===== config.mk =====
export PLATFORM = sky130hd
export DESIGN_NAME = fat_ctrl
export DESIGN_NICKNAME = d
export VERILOG_FILES = /design/src/rtl/fat_pkg.sv /design/src/rtl/fat_ctrl.sv
export SDC_FILE = /design/constraint.sdc
export NUM_CORES = 1
export LEC_CHECK = 0
export ABC_AREA = 1
export BUFFER_PORTS_ARGS = -buffer_cell sky130_fd_sc_hd__buf_2
export CAP_MARGIN = 20
export CORE_MARGIN = 4
export CORE_UTILIZATION = 50
export DETAILED_ROUTE_END_ITERATION = 10
export MAX_ROUTING_LAYER = met4
export PLACE_DENSITY = 0.86
export SLEW_MARGIN = 20
export SYNTH_ARGS = -nofsm -noshare
export SYNTH_HDL_FRONTEND = slang
export SYNTH_SLANG_ARGS = --single-unit

===== constraint.sdc =====
create_clock -name core_clk -period 1.75 [get_ports core_clk]
set_input_delay 0.35 -clock core_clk [delete_from_list [all_inputs] [get_ports core_clk]]
set_output_delay 0.35 -clock core_clk [all_outputs]
set_load 0.05 [all_outputs]

===== src/rtl/fat_pkg.sv =====
package fat_pkg;
	// register byte addresses
	localparam logic [7:0] ADDR_TIMER  = 8'h00;
	localparam logic [7:0] ADDR_POWER  = 8'h04;
	localparam logic [7:0] ADDR_FILTER = 8'h08;
	localparam logic [7:0] ADDR_STATUS = 8'h0C;
	localparam logic [7:0] ADDR_RETUNE = 8'h10;
	localparam int REG_W = 24;
	localparam logic [23:0] RST_TIMER  = 24'h000000;
	localparam logic [23:0] RST_POWER  = 24'h000000;
	localparam logic [23:0] RST_FILTER = 24'h000000;
	// timer config fields
	localparam int TOC_LSB = 0;
	localparam int TOC_W   = 14;
	localparam int FPC_LSB = 14;
	localparam int FPC_W   = 4;
	// timeout codes
	localparam logic [13:0] TOC_HIZ    = 14'h0000;
	localparam logic [13:0] TOC_ALWAYS = 14'h0001;
	localparam logic [13:0] TOC_LOW    = 14'h0002;
	localparam logic [13:0] TOC_HIGH   = 14'h0003;
	localparam logic [13:0] TOC_MIN    = 14'h0004;
	// power fields
	localparam int EN_W    = 7;
	localparam int RRST_BIT = 7;
	// filter fields
	localparam int CAP_LSB = 0;
	localparam int RAF_LSB = 3;
	localparam int RAN_LSB = 5;
	localparam int RBF_LSB = 7;
	localparam int RBN_LSB = 9;
	// status fields
	localparam int STS_CNT_LSB = 16;
	// resistor step in kilohms
	localparam logic [5:0] RES_STEP = 6'h0A;
	localparam logic [7:0] CAP_50  = 8'h32;
	localparam logic [7:0] CAP_100 = 8'h64;
	localparam logic [7:0] CAP_150 = 8'h96;
	localparam logic [1:0] RESP_OK  = 2'h0;
	localparam logic [1:0] RESP_ERR = 2'h2;
	typedef enum logic [0:0] {
		FAT_STEADY = 1'b0,
		FAT_FAST   = 1'b1
	} fat_state_type;
endpackage


===== src/rtl/fat_ctrl.sv =====
`timescale 1ns/1ps
// How it works
// - timeout code 0..3: fast acquire for code 1 only; pin hi-Z, low, low, high
// - code 4 or more runs timeout for code times two detector cycles
// - code 1 keeps fast acquire on forever, pin driven low
// - while counting pin grounded and fast pump current used, else hi-Z
// - fast acquire uses fast resistor codes, steady state uses normal
// - fast current code n gives n+1 times the base step
// - each of seven enable bits powers its block when set
// - writing register reset 1 restores defaults and powers part down
// - after reset release all blocks stay off until host enables
// - capacitor code gives c3/c4 pairs, codes 6 and 7 like 2
// - fast resistor-a code 0..3 gives 10 to 40 kilohms
// - fast resistor-b code 0..3 gives 10 to 40 kilohms
// - normal resistor a and b codes decode to 10 to 40 kilohms
module fat_ctrl (
	input  wire logic        core_clk,
	input  wire logic        rst_n,
	input  wire logic [7:0]  s_axi_awaddr,
	input  wire logic        s_axi_awvalid,
	output logic             s_axi_awready,
	input  wire logic [31:0] s_axi_wdata,
	input  wire logic [3:0]  s_axi_wstrb,
	input  wire logic        s_axi_wvalid,
	output logic             s_axi_wready,
	output logic [1:0]       s_axi_bresp,
	output logic             s_axi_bvalid,
	input  wire logic        s_axi_bready,
	input  wire logic [7:0]  s_axi_araddr,
	input  wire logic        s_axi_arvalid,
	output logic             s_axi_arready,
	output logic [31:0]      s_axi_rdata,
	output logic [1:0]       s_axi_rresp,
	output logic             s_axi_rvalid,
	input  wire logic        s_axi_rready,
	input  wire logic        pd_clk,
	output logic             fast_acquire_pin_out,
	output logic             fast_acquire_pin_oe,
	output logic             fast_pump_select,
	output logic [4:0]       fast_pump_current,
	output logic             pll_power_enable,
	output logic             osc_core_power_enable,
	output logic             ref_osc_power_enable,
	output logic             core_regulator_enable,
	output logic             synth_regulator_a_enable,
	output logic             synth_regulator_b_enable,
	output logic             logic_regulator_enable,
	output logic [7:0]       filter_c3_pf,
	output logic [7:0]       filter_c4_pf,
	output logic [5:0]       filter_res_a_kohm,
	output logic [5:0]       filter_res_b_kohm
);
	logic [23:0] timer_cfg;
	logic [23:0] power_cfg;
	logic [23:0] filter_cfg;
	logic        aw_held;
	logic        w_held;
	logic [7:0]  aw_addr;
	logic [31:0] w_data;
	logic [3:0]  w_strb;
	logic        wr_go;
	logic        wr_hit;
	logic        wr_timer;
	logic        wr_retune;
	logic        reg_rst;
	logic [23:0] next_timer;
	logic [23:0] next_power;
	logic [23:0] next_filter;
	logic        pd_meta;
	logic        pd_sync;
	logic        pd_last;
	logic        pd_tick;
	logic [14:0] tmo_left;
	logic        restart;
	logic [13:0] acquire_timeout_count;
	logic        fast_on;
	logic [1:0]  res_a_code;
	logic [1:0]  res_b_code;
	fat_pkg::fat_state_type state;

	// merge write data by byte strobes
	function automatic logic [23:0] merge(
		input logic [23:0] old,
		input logic [31:0] wd,
		input logic [3:0]  st
	);
		logic [23:0] r;
		r = old;
		for (int i = 0; i < 3; i++) begin
			if (st[i]) begin
				r[i*8 +: 8] = wd[i*8 +: 8];
			end
		end
		return r;
	endfunction

	// resistor code to kilohms
	function automatic logic [5:0] res_kohm(input logic [1:0] c);
		return 6'((c + 6'h01) * fat_pkg::RES_STEP);
	endfunction

	assign acquire_timeout_count = timer_cfg[fat_pkg::TOC_LSB +: fat_pkg::TOC_W];

	// write channel: take address and data in either order
	assign wr_go = aw_held && w_held && !s_axi_bvalid;
	assign wr_hit = aw_addr == fat_pkg::ADDR_TIMER
		|| aw_addr == fat_pkg::ADDR_POWER
		|| aw_addr == fat_pkg::ADDR_FILTER
		|| aw_addr == fat_pkg::ADDR_RETUNE;
	assign wr_timer = wr_go && aw_addr == fat_pkg::ADDR_TIMER;
	assign wr_retune = wr_go && aw_addr == fat_pkg::ADDR_RETUNE;
	assign reg_rst = power_cfg[fat_pkg::RRST_BIT];

	always_ff @(posedge core_clk or negedge rst_n) begin
		if (!rst_n) begin
			aw_held <= 1'b0;
			aw_addr <= 8'h00;
		end else if (s_axi_awvalid && s_axi_awready) begin
			aw_held <= 1'b1;
			aw_addr <= s_axi_awaddr;
		end else if (wr_go) begin
			aw_held <= 1'b0;
		end
	end

	always_ff @(posedge core_clk or negedge rst_n) begin
		if (!rst_n) begin
			w_held <= 1'b0;
			w_data <= 32'h00000000;
			w_strb <= 4'h0;
		end else if (s_axi_wvalid && s_axi_wready) begin
			w_held <= 1'b1;
			w_data <= s_axi_wdata;
			w_strb <= s_axi_wstrb;
		end else if (wr_go) begin
			w_held <= 1'b0;
		end
	end

	// ready while the slot is empty
	always_ff @(posedge core_clk or negedge rst_n) begin
		if (!rst_n) begin
			s_axi_awready <= 1'b0;
			s_axi_wready <= 1'b0;
		end else begin
			s_axi_awready <= !aw_held && !(s_axi_awvalid && s_axi_awready);
			s_axi_wready <= !w_held && !(s_axi_wvalid && s_axi_wready);
		end
	end

	// write response
	always_ff @(posedge core_clk or negedge rst_n) begin
		if (!rst_n) begin
			s_axi_bvalid <= 1'b0;
			s_axi_bresp <= fat_pkg::RESP_OK;
		end else if (wr_go) begin
			s_axi_bvalid <= 1'b1;
			s_axi_bresp <= wr_hit ? fat_pkg::RESP_OK : fat_pkg::RESP_ERR;
		end else if (s_axi_bready) begin
			s_axi_bvalid <= 1'b0;
		end
	end

	// register file next values
	always_comb begin
		next_timer = timer_cfg;
		next_power = power_cfg;
		next_filter = filter_cfg;
		if (wr_go && aw_addr == fat_pkg::ADDR_POWER) begin
			next_power = merge(power_cfg, w_data, w_strb);
		end
		if (next_power[fat_pkg::RRST_BIT]) begin
			next_timer = fat_pkg::RST_TIMER;
			next_filter = fat_pkg::RST_FILTER;
			next_power = fat_pkg::RST_POWER | (24'h000001 << fat_pkg::RRST_BIT);
		end else if (wr_go) begin
			if (aw_addr == fat_pkg::ADDR_TIMER) begin
				next_timer = merge(timer_cfg, w_data, w_strb);
			end
			if (aw_addr == fat_pkg::ADDR_FILTER) begin
				next_filter = merge(filter_cfg, w_data, w_strb);
			end
		end
	end

	// registers reset to the powered-off defaults
	always_ff @(posedge core_clk or negedge rst_n) begin
		if (!rst_n) begin
			timer_cfg <= fat_pkg::RST_TIMER;
			power_cfg <= fat_pkg::RST_POWER;
			filter_cfg <= fat_pkg::RST_FILTER;
		end else begin
			timer_cfg <= next_timer;
			power_cfg <= next_power;
			filter_cfg <= next_filter;
		end
	end

	// read channel, one read at a time
	always_ff @(posedge core_clk or negedge rst_n) begin
		if (!rst_n) begin
			s_axi_arready <= 1'b0;
		end else begin
			s_axi_arready <= !s_axi_rvalid && !(s_axi_arvalid && s_axi_arready);
		end
	end

	always_ff @(posedge core_clk or negedge rst_n) begin
		if (!rst_n) begin
			s_axi_rvalid <= 1'b0;
			s_axi_rdata <= 32'h00000000;
			s_axi_rresp <= fat_pkg::RESP_OK;
		end else if (s_axi_arvalid && s_axi_arready) begin
			s_axi_rvalid <= 1'b1;
			s_axi_rresp <= fat_pkg::RESP_OK;
			unique case (s_axi_araddr)
				fat_pkg::ADDR_TIMER: s_axi_rdata <= {8'h00, timer_cfg};
				fat_pkg::ADDR_POWER: s_axi_rdata <= {8'h00, power_cfg};
				fat_pkg::ADDR_FILTER: s_axi_rdata <= {8'h00, filter_cfg};
				fat_pkg::ADDR_STATUS: s_axi_rdata <=
					{1'b0, tmo_left, 15'h0000, fast_on};
				fat_pkg::ADDR_RETUNE: s_axi_rdata <= 32'h00000000;
				default: begin
					s_axi_rdata <= 32'h00000000;
					s_axi_rresp <= fat_pkg::RESP_ERR;
				end
			endcase
		end else if (s_axi_rready) begin
			s_axi_rvalid <= 1'b0;
		end
	end

	// detector clock pin: two-stage sync then edge detect
	always_ff @(posedge core_clk or negedge rst_n) begin
		if (!rst_n) begin
			pd_meta <= 1'b0;
			pd_sync <= 1'b0;
			pd_last <= 1'b0;
		end else begin
			pd_meta <= pd_clk;
			pd_sync <= pd_meta;
			pd_last <= pd_sync;
		end
	end
	assign pd_tick = pd_sync && !pd_last;

	// timeout restarts on a new setting or a retune strobe
	assign restart = (wr_timer || wr_retune) && !reg_rst
		&& next_timer[fat_pkg::TOC_LSB +: fat_pkg::TOC_W] >= fat_pkg::TOC_MIN;

	always_ff @(posedge core_clk or negedge rst_n) begin
		if (!rst_n) begin
			state <= fat_pkg::FAT_STEADY;
			tmo_left <= 15'h0000;
		end else if (restart) begin
			state <= fat_pkg::FAT_FAST;
			tmo_left <= {next_timer[fat_pkg::TOC_LSB +: fat_pkg::TOC_W], 1'b0};
		end else if (reg_rst || acquire_timeout_count < fat_pkg::TOC_MIN) begin
			state <= fat_pkg::FAT_STEADY;
			tmo_left <= 15'h0000;
		end else begin
			unique case (state)
				fat_pkg::FAT_STEADY: tmo_left <= 15'h0000;
				fat_pkg::FAT_FAST: begin
					if (pd_tick) begin
						tmo_left <= tmo_left - 15'h0001;
						if (tmo_left == 15'h0001) begin
							state <= fat_pkg::FAT_STEADY;
						end
					end
				end
			endcase
		end
	end

	// a static code other than 1 ends fast acquire at once, even before the state drops
	assign fast_on = acquire_timeout_count == fat_pkg::TOC_ALWAYS
		|| (state == fat_pkg::FAT_FAST && acquire_timeout_count >= fat_pkg::TOC_MIN);

	// pin drive by timeout code
	always_ff @(posedge core_clk or negedge rst_n) begin
		if (!rst_n) begin
			fast_acquire_pin_out <= 1'b0;
			fast_acquire_pin_oe <= 1'b0;
		end else begin
			fast_acquire_pin_out <= 1'b0;
			unique case (acquire_timeout_count)
				fat_pkg::TOC_HIZ: fast_acquire_pin_oe <= 1'b0;
				fat_pkg::TOC_ALWAYS: fast_acquire_pin_oe <= 1'b1;
				fat_pkg::TOC_LOW: fast_acquire_pin_oe <= 1'b1;
				fat_pkg::TOC_HIGH: begin
					fast_acquire_pin_oe <= 1'b1;
					fast_acquire_pin_out <= 1'b1;
				end
				default: fast_acquire_pin_oe <= fast_on;
			endcase
		end
	end

	// pump current selection
	always_ff @(posedge core_clk or negedge rst_n) begin
		if (!rst_n) begin
			fast_pump_select <= 1'b0;
			fast_pump_current <= 5'h01;
		end else begin
			fast_pump_select <= fast_on;
			fast_pump_current <= 5'(timer_cfg[fat_pkg::FPC_LSB +: fat_pkg::FPC_W]) + 5'h01;
		end
	end

	// block power enables, forced off while reset held
	always_ff @(posedge core_clk or negedge rst_n) begin
		if (!rst_n) begin
			{logic_regulator_enable, synth_regulator_b_enable,
			 synth_regulator_a_enable, core_regulator_enable,
			 ref_osc_power_enable, osc_core_power_enable,
			 pll_power_enable} <= 7'h00;
		end else begin
			{logic_regulator_enable, synth_regulator_b_enable,
			 synth_regulator_a_enable, core_regulator_enable,
			 ref_osc_power_enable, osc_core_power_enable,
			 pll_power_enable} <= reg_rst ? 7'h00 : power_cfg[fat_pkg::EN_W-1:0];
		end
	end

	// resistor codes follow the acquire phase
	assign res_a_code = fast_on ? filter_cfg[fat_pkg::RAF_LSB +: 2]
		: filter_cfg[fat_pkg::RAN_LSB +: 2];
	assign res_b_code = fast_on ? filter_cfg[fat_pkg::RBF_LSB +: 2]
		: filter_cfg[fat_pkg::RBN_LSB +: 2];

	always_ff @(posedge core_clk or negedge rst_n) begin
		if (!rst_n) begin
			filter_res_a_kohm <= fat_pkg::RES_STEP;
			filter_res_b_kohm <= fat_pkg::RES_STEP;
		end else begin
			filter_res_a_kohm <= res_kohm(res_a_code);
			filter_res_b_kohm <= res_kohm(res_b_code);
		end
	end

	// capacitor pair decode
	always_ff @(posedge core_clk or negedge rst_n) begin
		if (!rst_n) begin
			filter_c3_pf <= fat_pkg::CAP_50;
			filter_c4_pf <= fat_pkg::CAP_50;
		end else begin
			unique case (filter_cfg[fat_pkg::CAP_LSB +: 3])
				3'h0: {filter_c3_pf, filter_c4_pf} <= {fat_pkg::CAP_50, fat_pkg::CAP_50};
				3'h1: {filter_c3_pf, filter_c4_pf} <= {fat_pkg::CAP_50, fat_pkg::CAP_100};
				3'h3: {filter_c3_pf, filter_c4_pf} <= {fat_pkg::CAP_100, fat_pkg::CAP_50};
				3'h4: {filter_c3_pf, filter_c4_pf} <= {fat_pkg::CAP_150, fat_pkg::CAP_50};
				3'h5: {filter_c3_pf, filter_c4_pf} <= {fat_pkg::CAP_100, fat_pkg::CAP_100};
				default: {filter_c3_pf, filter_c4_pf} <= {fat_pkg::CAP_50, fat_pkg::CAP_150};
			endcase
		end
	end
endmodule


==> results.yml <==
run_status:
  status: "finished with violations"
  violations: "negative setup slack"
sta:
  fin_crit_ps: 2290
  setup-tns-final_ps: -22140
  maxSlewViolCount: 0
  hold_viol: 0
  hold-worst-slack_ps: 79.3
  fin_skew_ps: 15.0
  setup_viol: 77
  rsz0062_at_grt: "yes"
  post-route-period-util: 1.31
  fin_ws_ps: -536
  fmaxAchievable_mhz: 437
clocking:
  cts-root-buf: "clkbuf_16"
  numCtsBuffers: 17
  h-tree-depth: 4
  clkLatencyLatePin_ps: 450
  clkSlewWorstSetupHoldPaths_ps: 70
  cts_tree: "yes"
  cts.sinks: 199
  cts_buffer_depth: 2
placed_design:
  placed_area_um2: 10700
  port_buffers: 125
  gp_congestion: 0.983
  hpwlAfterDp_um: 17800
floorplanning:
  ioPinCount: 144
  die_height_um: 142
  num_rows: 48
  floorplan.die_area_um2: 20200
  core_area_um2: 17500
  initial_core_util: 0.515
  fp.dieW_um: 142
flow_run:
  maxCapViolations: 0
synth:
  synthSimpleGateAreaFrac: 0.202
  synth_top_area_share: 0.528
  synth.area.top_cells: "dfrtp_1, nand2_1, inv_1"
  postSynth.asyncResetShare: 1.00
  yosysMostFrequentCell: "nand2_1"
  synthTopCellsByCount: "nand2_1, dfrtp_1, inv_1, nor2_1, o21ai_0"
  synthFlopType: "dfrtp_1"
  synthCells: 990
  synth_top_family_by_area: "simple AND/OR/NAND/NOR gates"
  yosysTopAreaCell: "dfrtp_1"
  yosysWarnings: 0
  yosys_register_bits: 199
  muxShareOfSynthArea: 0.0163
  synth-edff-count: 0
  synth_xor_area_frac: 0.00875
  avgSynthCellArea_um2: 9.10
  yosysSeqAreaShare: 0.554
  synthAdderAreaFrac: 0.00972
  ys_types: 41
  synth_compound_area_frac: 0.122
  syn_area_um2: 9010
worst_setup_path:
  path_class: "register to register"
  cp-start-kind: "register"
  arrival_ps: 2670
  cp.required_ps: 2140
  r2r_start: "aw_addr[7]"
  worst-path-max-fanout: 8
  crit_path_end_kind: "register"
  cp-startpoint: "aw_addr[7]"
cells_and_area:
  finish.utilization: 0.717
  post-route-cell-area_um2: 12500
  drive_above_1_share: 0.385
  layout.nets: 1310
  area_delta_synth_final_pct: 39.1
  n_antenna_cell: 0
routing:
  wl_per_cell_um: 20.6
  vias: 8825
  dr.pass1.iters: 6
  wirelength_um: 30500
  drcViolationCount: 0
  drtIter0Drc: 1234
  drt-vias-per-instance: 5.96
  drtAntennaViolNets: 0
global_route:
  grt_pass1_vias: 8410
  antenna_found_initial: 0
  grtUsageMet1: 0.358
  grt.total_usage: 0.287
  top_usage_layer: "met2"
  grt_max_degree: 46
  grt_pass1_wl_um: 44300
  grt_util_met3: 0.0608
  grt-ovfl-total: 0
  use_met2: 0.458
pwr:
  vdd_drop_max_uv: 1030
  p_per_area_nw_per_um2: 1120
  total_leakage_power_nw: 6.40
hold_path:
  worstHoldPathType: "primary input to register"
  worstHoldStart: "s_axi_rready"
[layout make-up]
cell class | instances | area [um2]
Sequential cell | 199 | 4990
Fill cell | 1112 | 4940
Multi-Input combinational cell | 629 | 4010
Timing Repair Buffer | 279 | 2210
Clock buffer | 21 | 470
Inverter | 117 | 452
Tap cell | 225 | 282
Clock inverter | 11 | 114
[path summary, 6_finish.rpt]
path                            slack, ps              endpoint  depth (start not counted)
worst max-delay path                 -540           tmo_left[5]                         16
worst min-delay path                   80          s_axi_rvalid                          2
worst max register to register       -540           tmo_left[5]                         16
worst min register to register        360               pd_sync                          0
max in group asynchronous             750       filter_c4_pf[4]                          3
min in group asynchronous             390  fast_pump_current[2]                          2
[where the power goes]
part           switching, mW  total, mW  internal (mW)
Clock                   1.84       3.95           2.10
Combinational           2.79       4.26           1.47
Sequential             0.526       5.88           5.35
Total                   5.16       14.1           8.93
[registers in the layout, summed over array words and instances (netlist names), 5 cells and up]
register and count:
s_axi_rdata 31, timer_cfg 24, filter_c3_pf 5, tmo_left 15, power_cfg 24, w_data 24, fast_pump_current 5, filter_cfg 24
filter_c4_pf 5, aw_addr 8
[cells in the final DEF, fill, tap and decap left out, types with 23 or more instances in the layout]
| cell type | netlist | final |
|---|---|---|
| inv_1 | 114 | 104 |
| o21ai_0 | 74 | 45 |
| dfrtp_1 | 190 | 188 |
| nand4_1 | 33 | 33 |
| nand3_1 | 35 | 23 |
| buf_4 | 16 | 105 |
| nand2_2 | 1 | 28 |
| nand2_1 | 216 | 172 |
| buf_2 | 9 | 124 |
| nor2_1 | 75 | 65 |
| a21oi_1 | 47 | 45 |
| buf_6 | 8 | 23 |
[cells by family (layout without fill, tap and decap cells)]
group                      Yosys count  count (layout)
and+or+nand+nor                    400             402
adders and majority gates            7               7
DFF                                199             199
xor gates and xnor gates             9               9
muxes                               13              13
AOI/OAI and AO/OA                  189             189
other                                1               9
buffers and inverters              172             428
[worst max-delay path, stage by stage (launching register included)]
cell and delay, ps:
dfrtp_1 410, nor2_4 150, nand2_4 90, nor2_4 140, buf_12 140, buf_8 110, nand4_1 130, nand3_2 140
nand2_2 60, nor2_2 130, nand3_4 130, nand2_8 160, buf_4 150, nand2_1 60, nand2_1 70, nand2_1 70
nand2_1 70
[layer usage]
metal  routed length, um  part of all wire  vias to the layer above
li1                    -                 -                     3789
met1               11200              0.37                     4222
met2               14600              0.48                      642
met3                2970             0.097                      172
met4                1730             0.057                        0
met5                   0                 0                        -
[stage by stage]
step                total power [mW]  setup WS [ps]  cells
detailed placement              9.16           -435   1410
global route                    14.6           -600   1481
finish                          14.1           -536   1481
CTS                             13.4           -372   1467
floorplan                       7.95           -251    998
global placement                9.00           -344   1410
[repair_timing]
action                     in CTS  in global routing
buffers inserted               17                 12
gates resized for setup        98                137
gates cloned                    7                  4
pin swaps                      13                 35
hold buffers                    1                  1
hold endpoints to repair       31                  1
setup endpoints to repair      77                 85
Note: power is estimated with default switching activity, not from simulation.
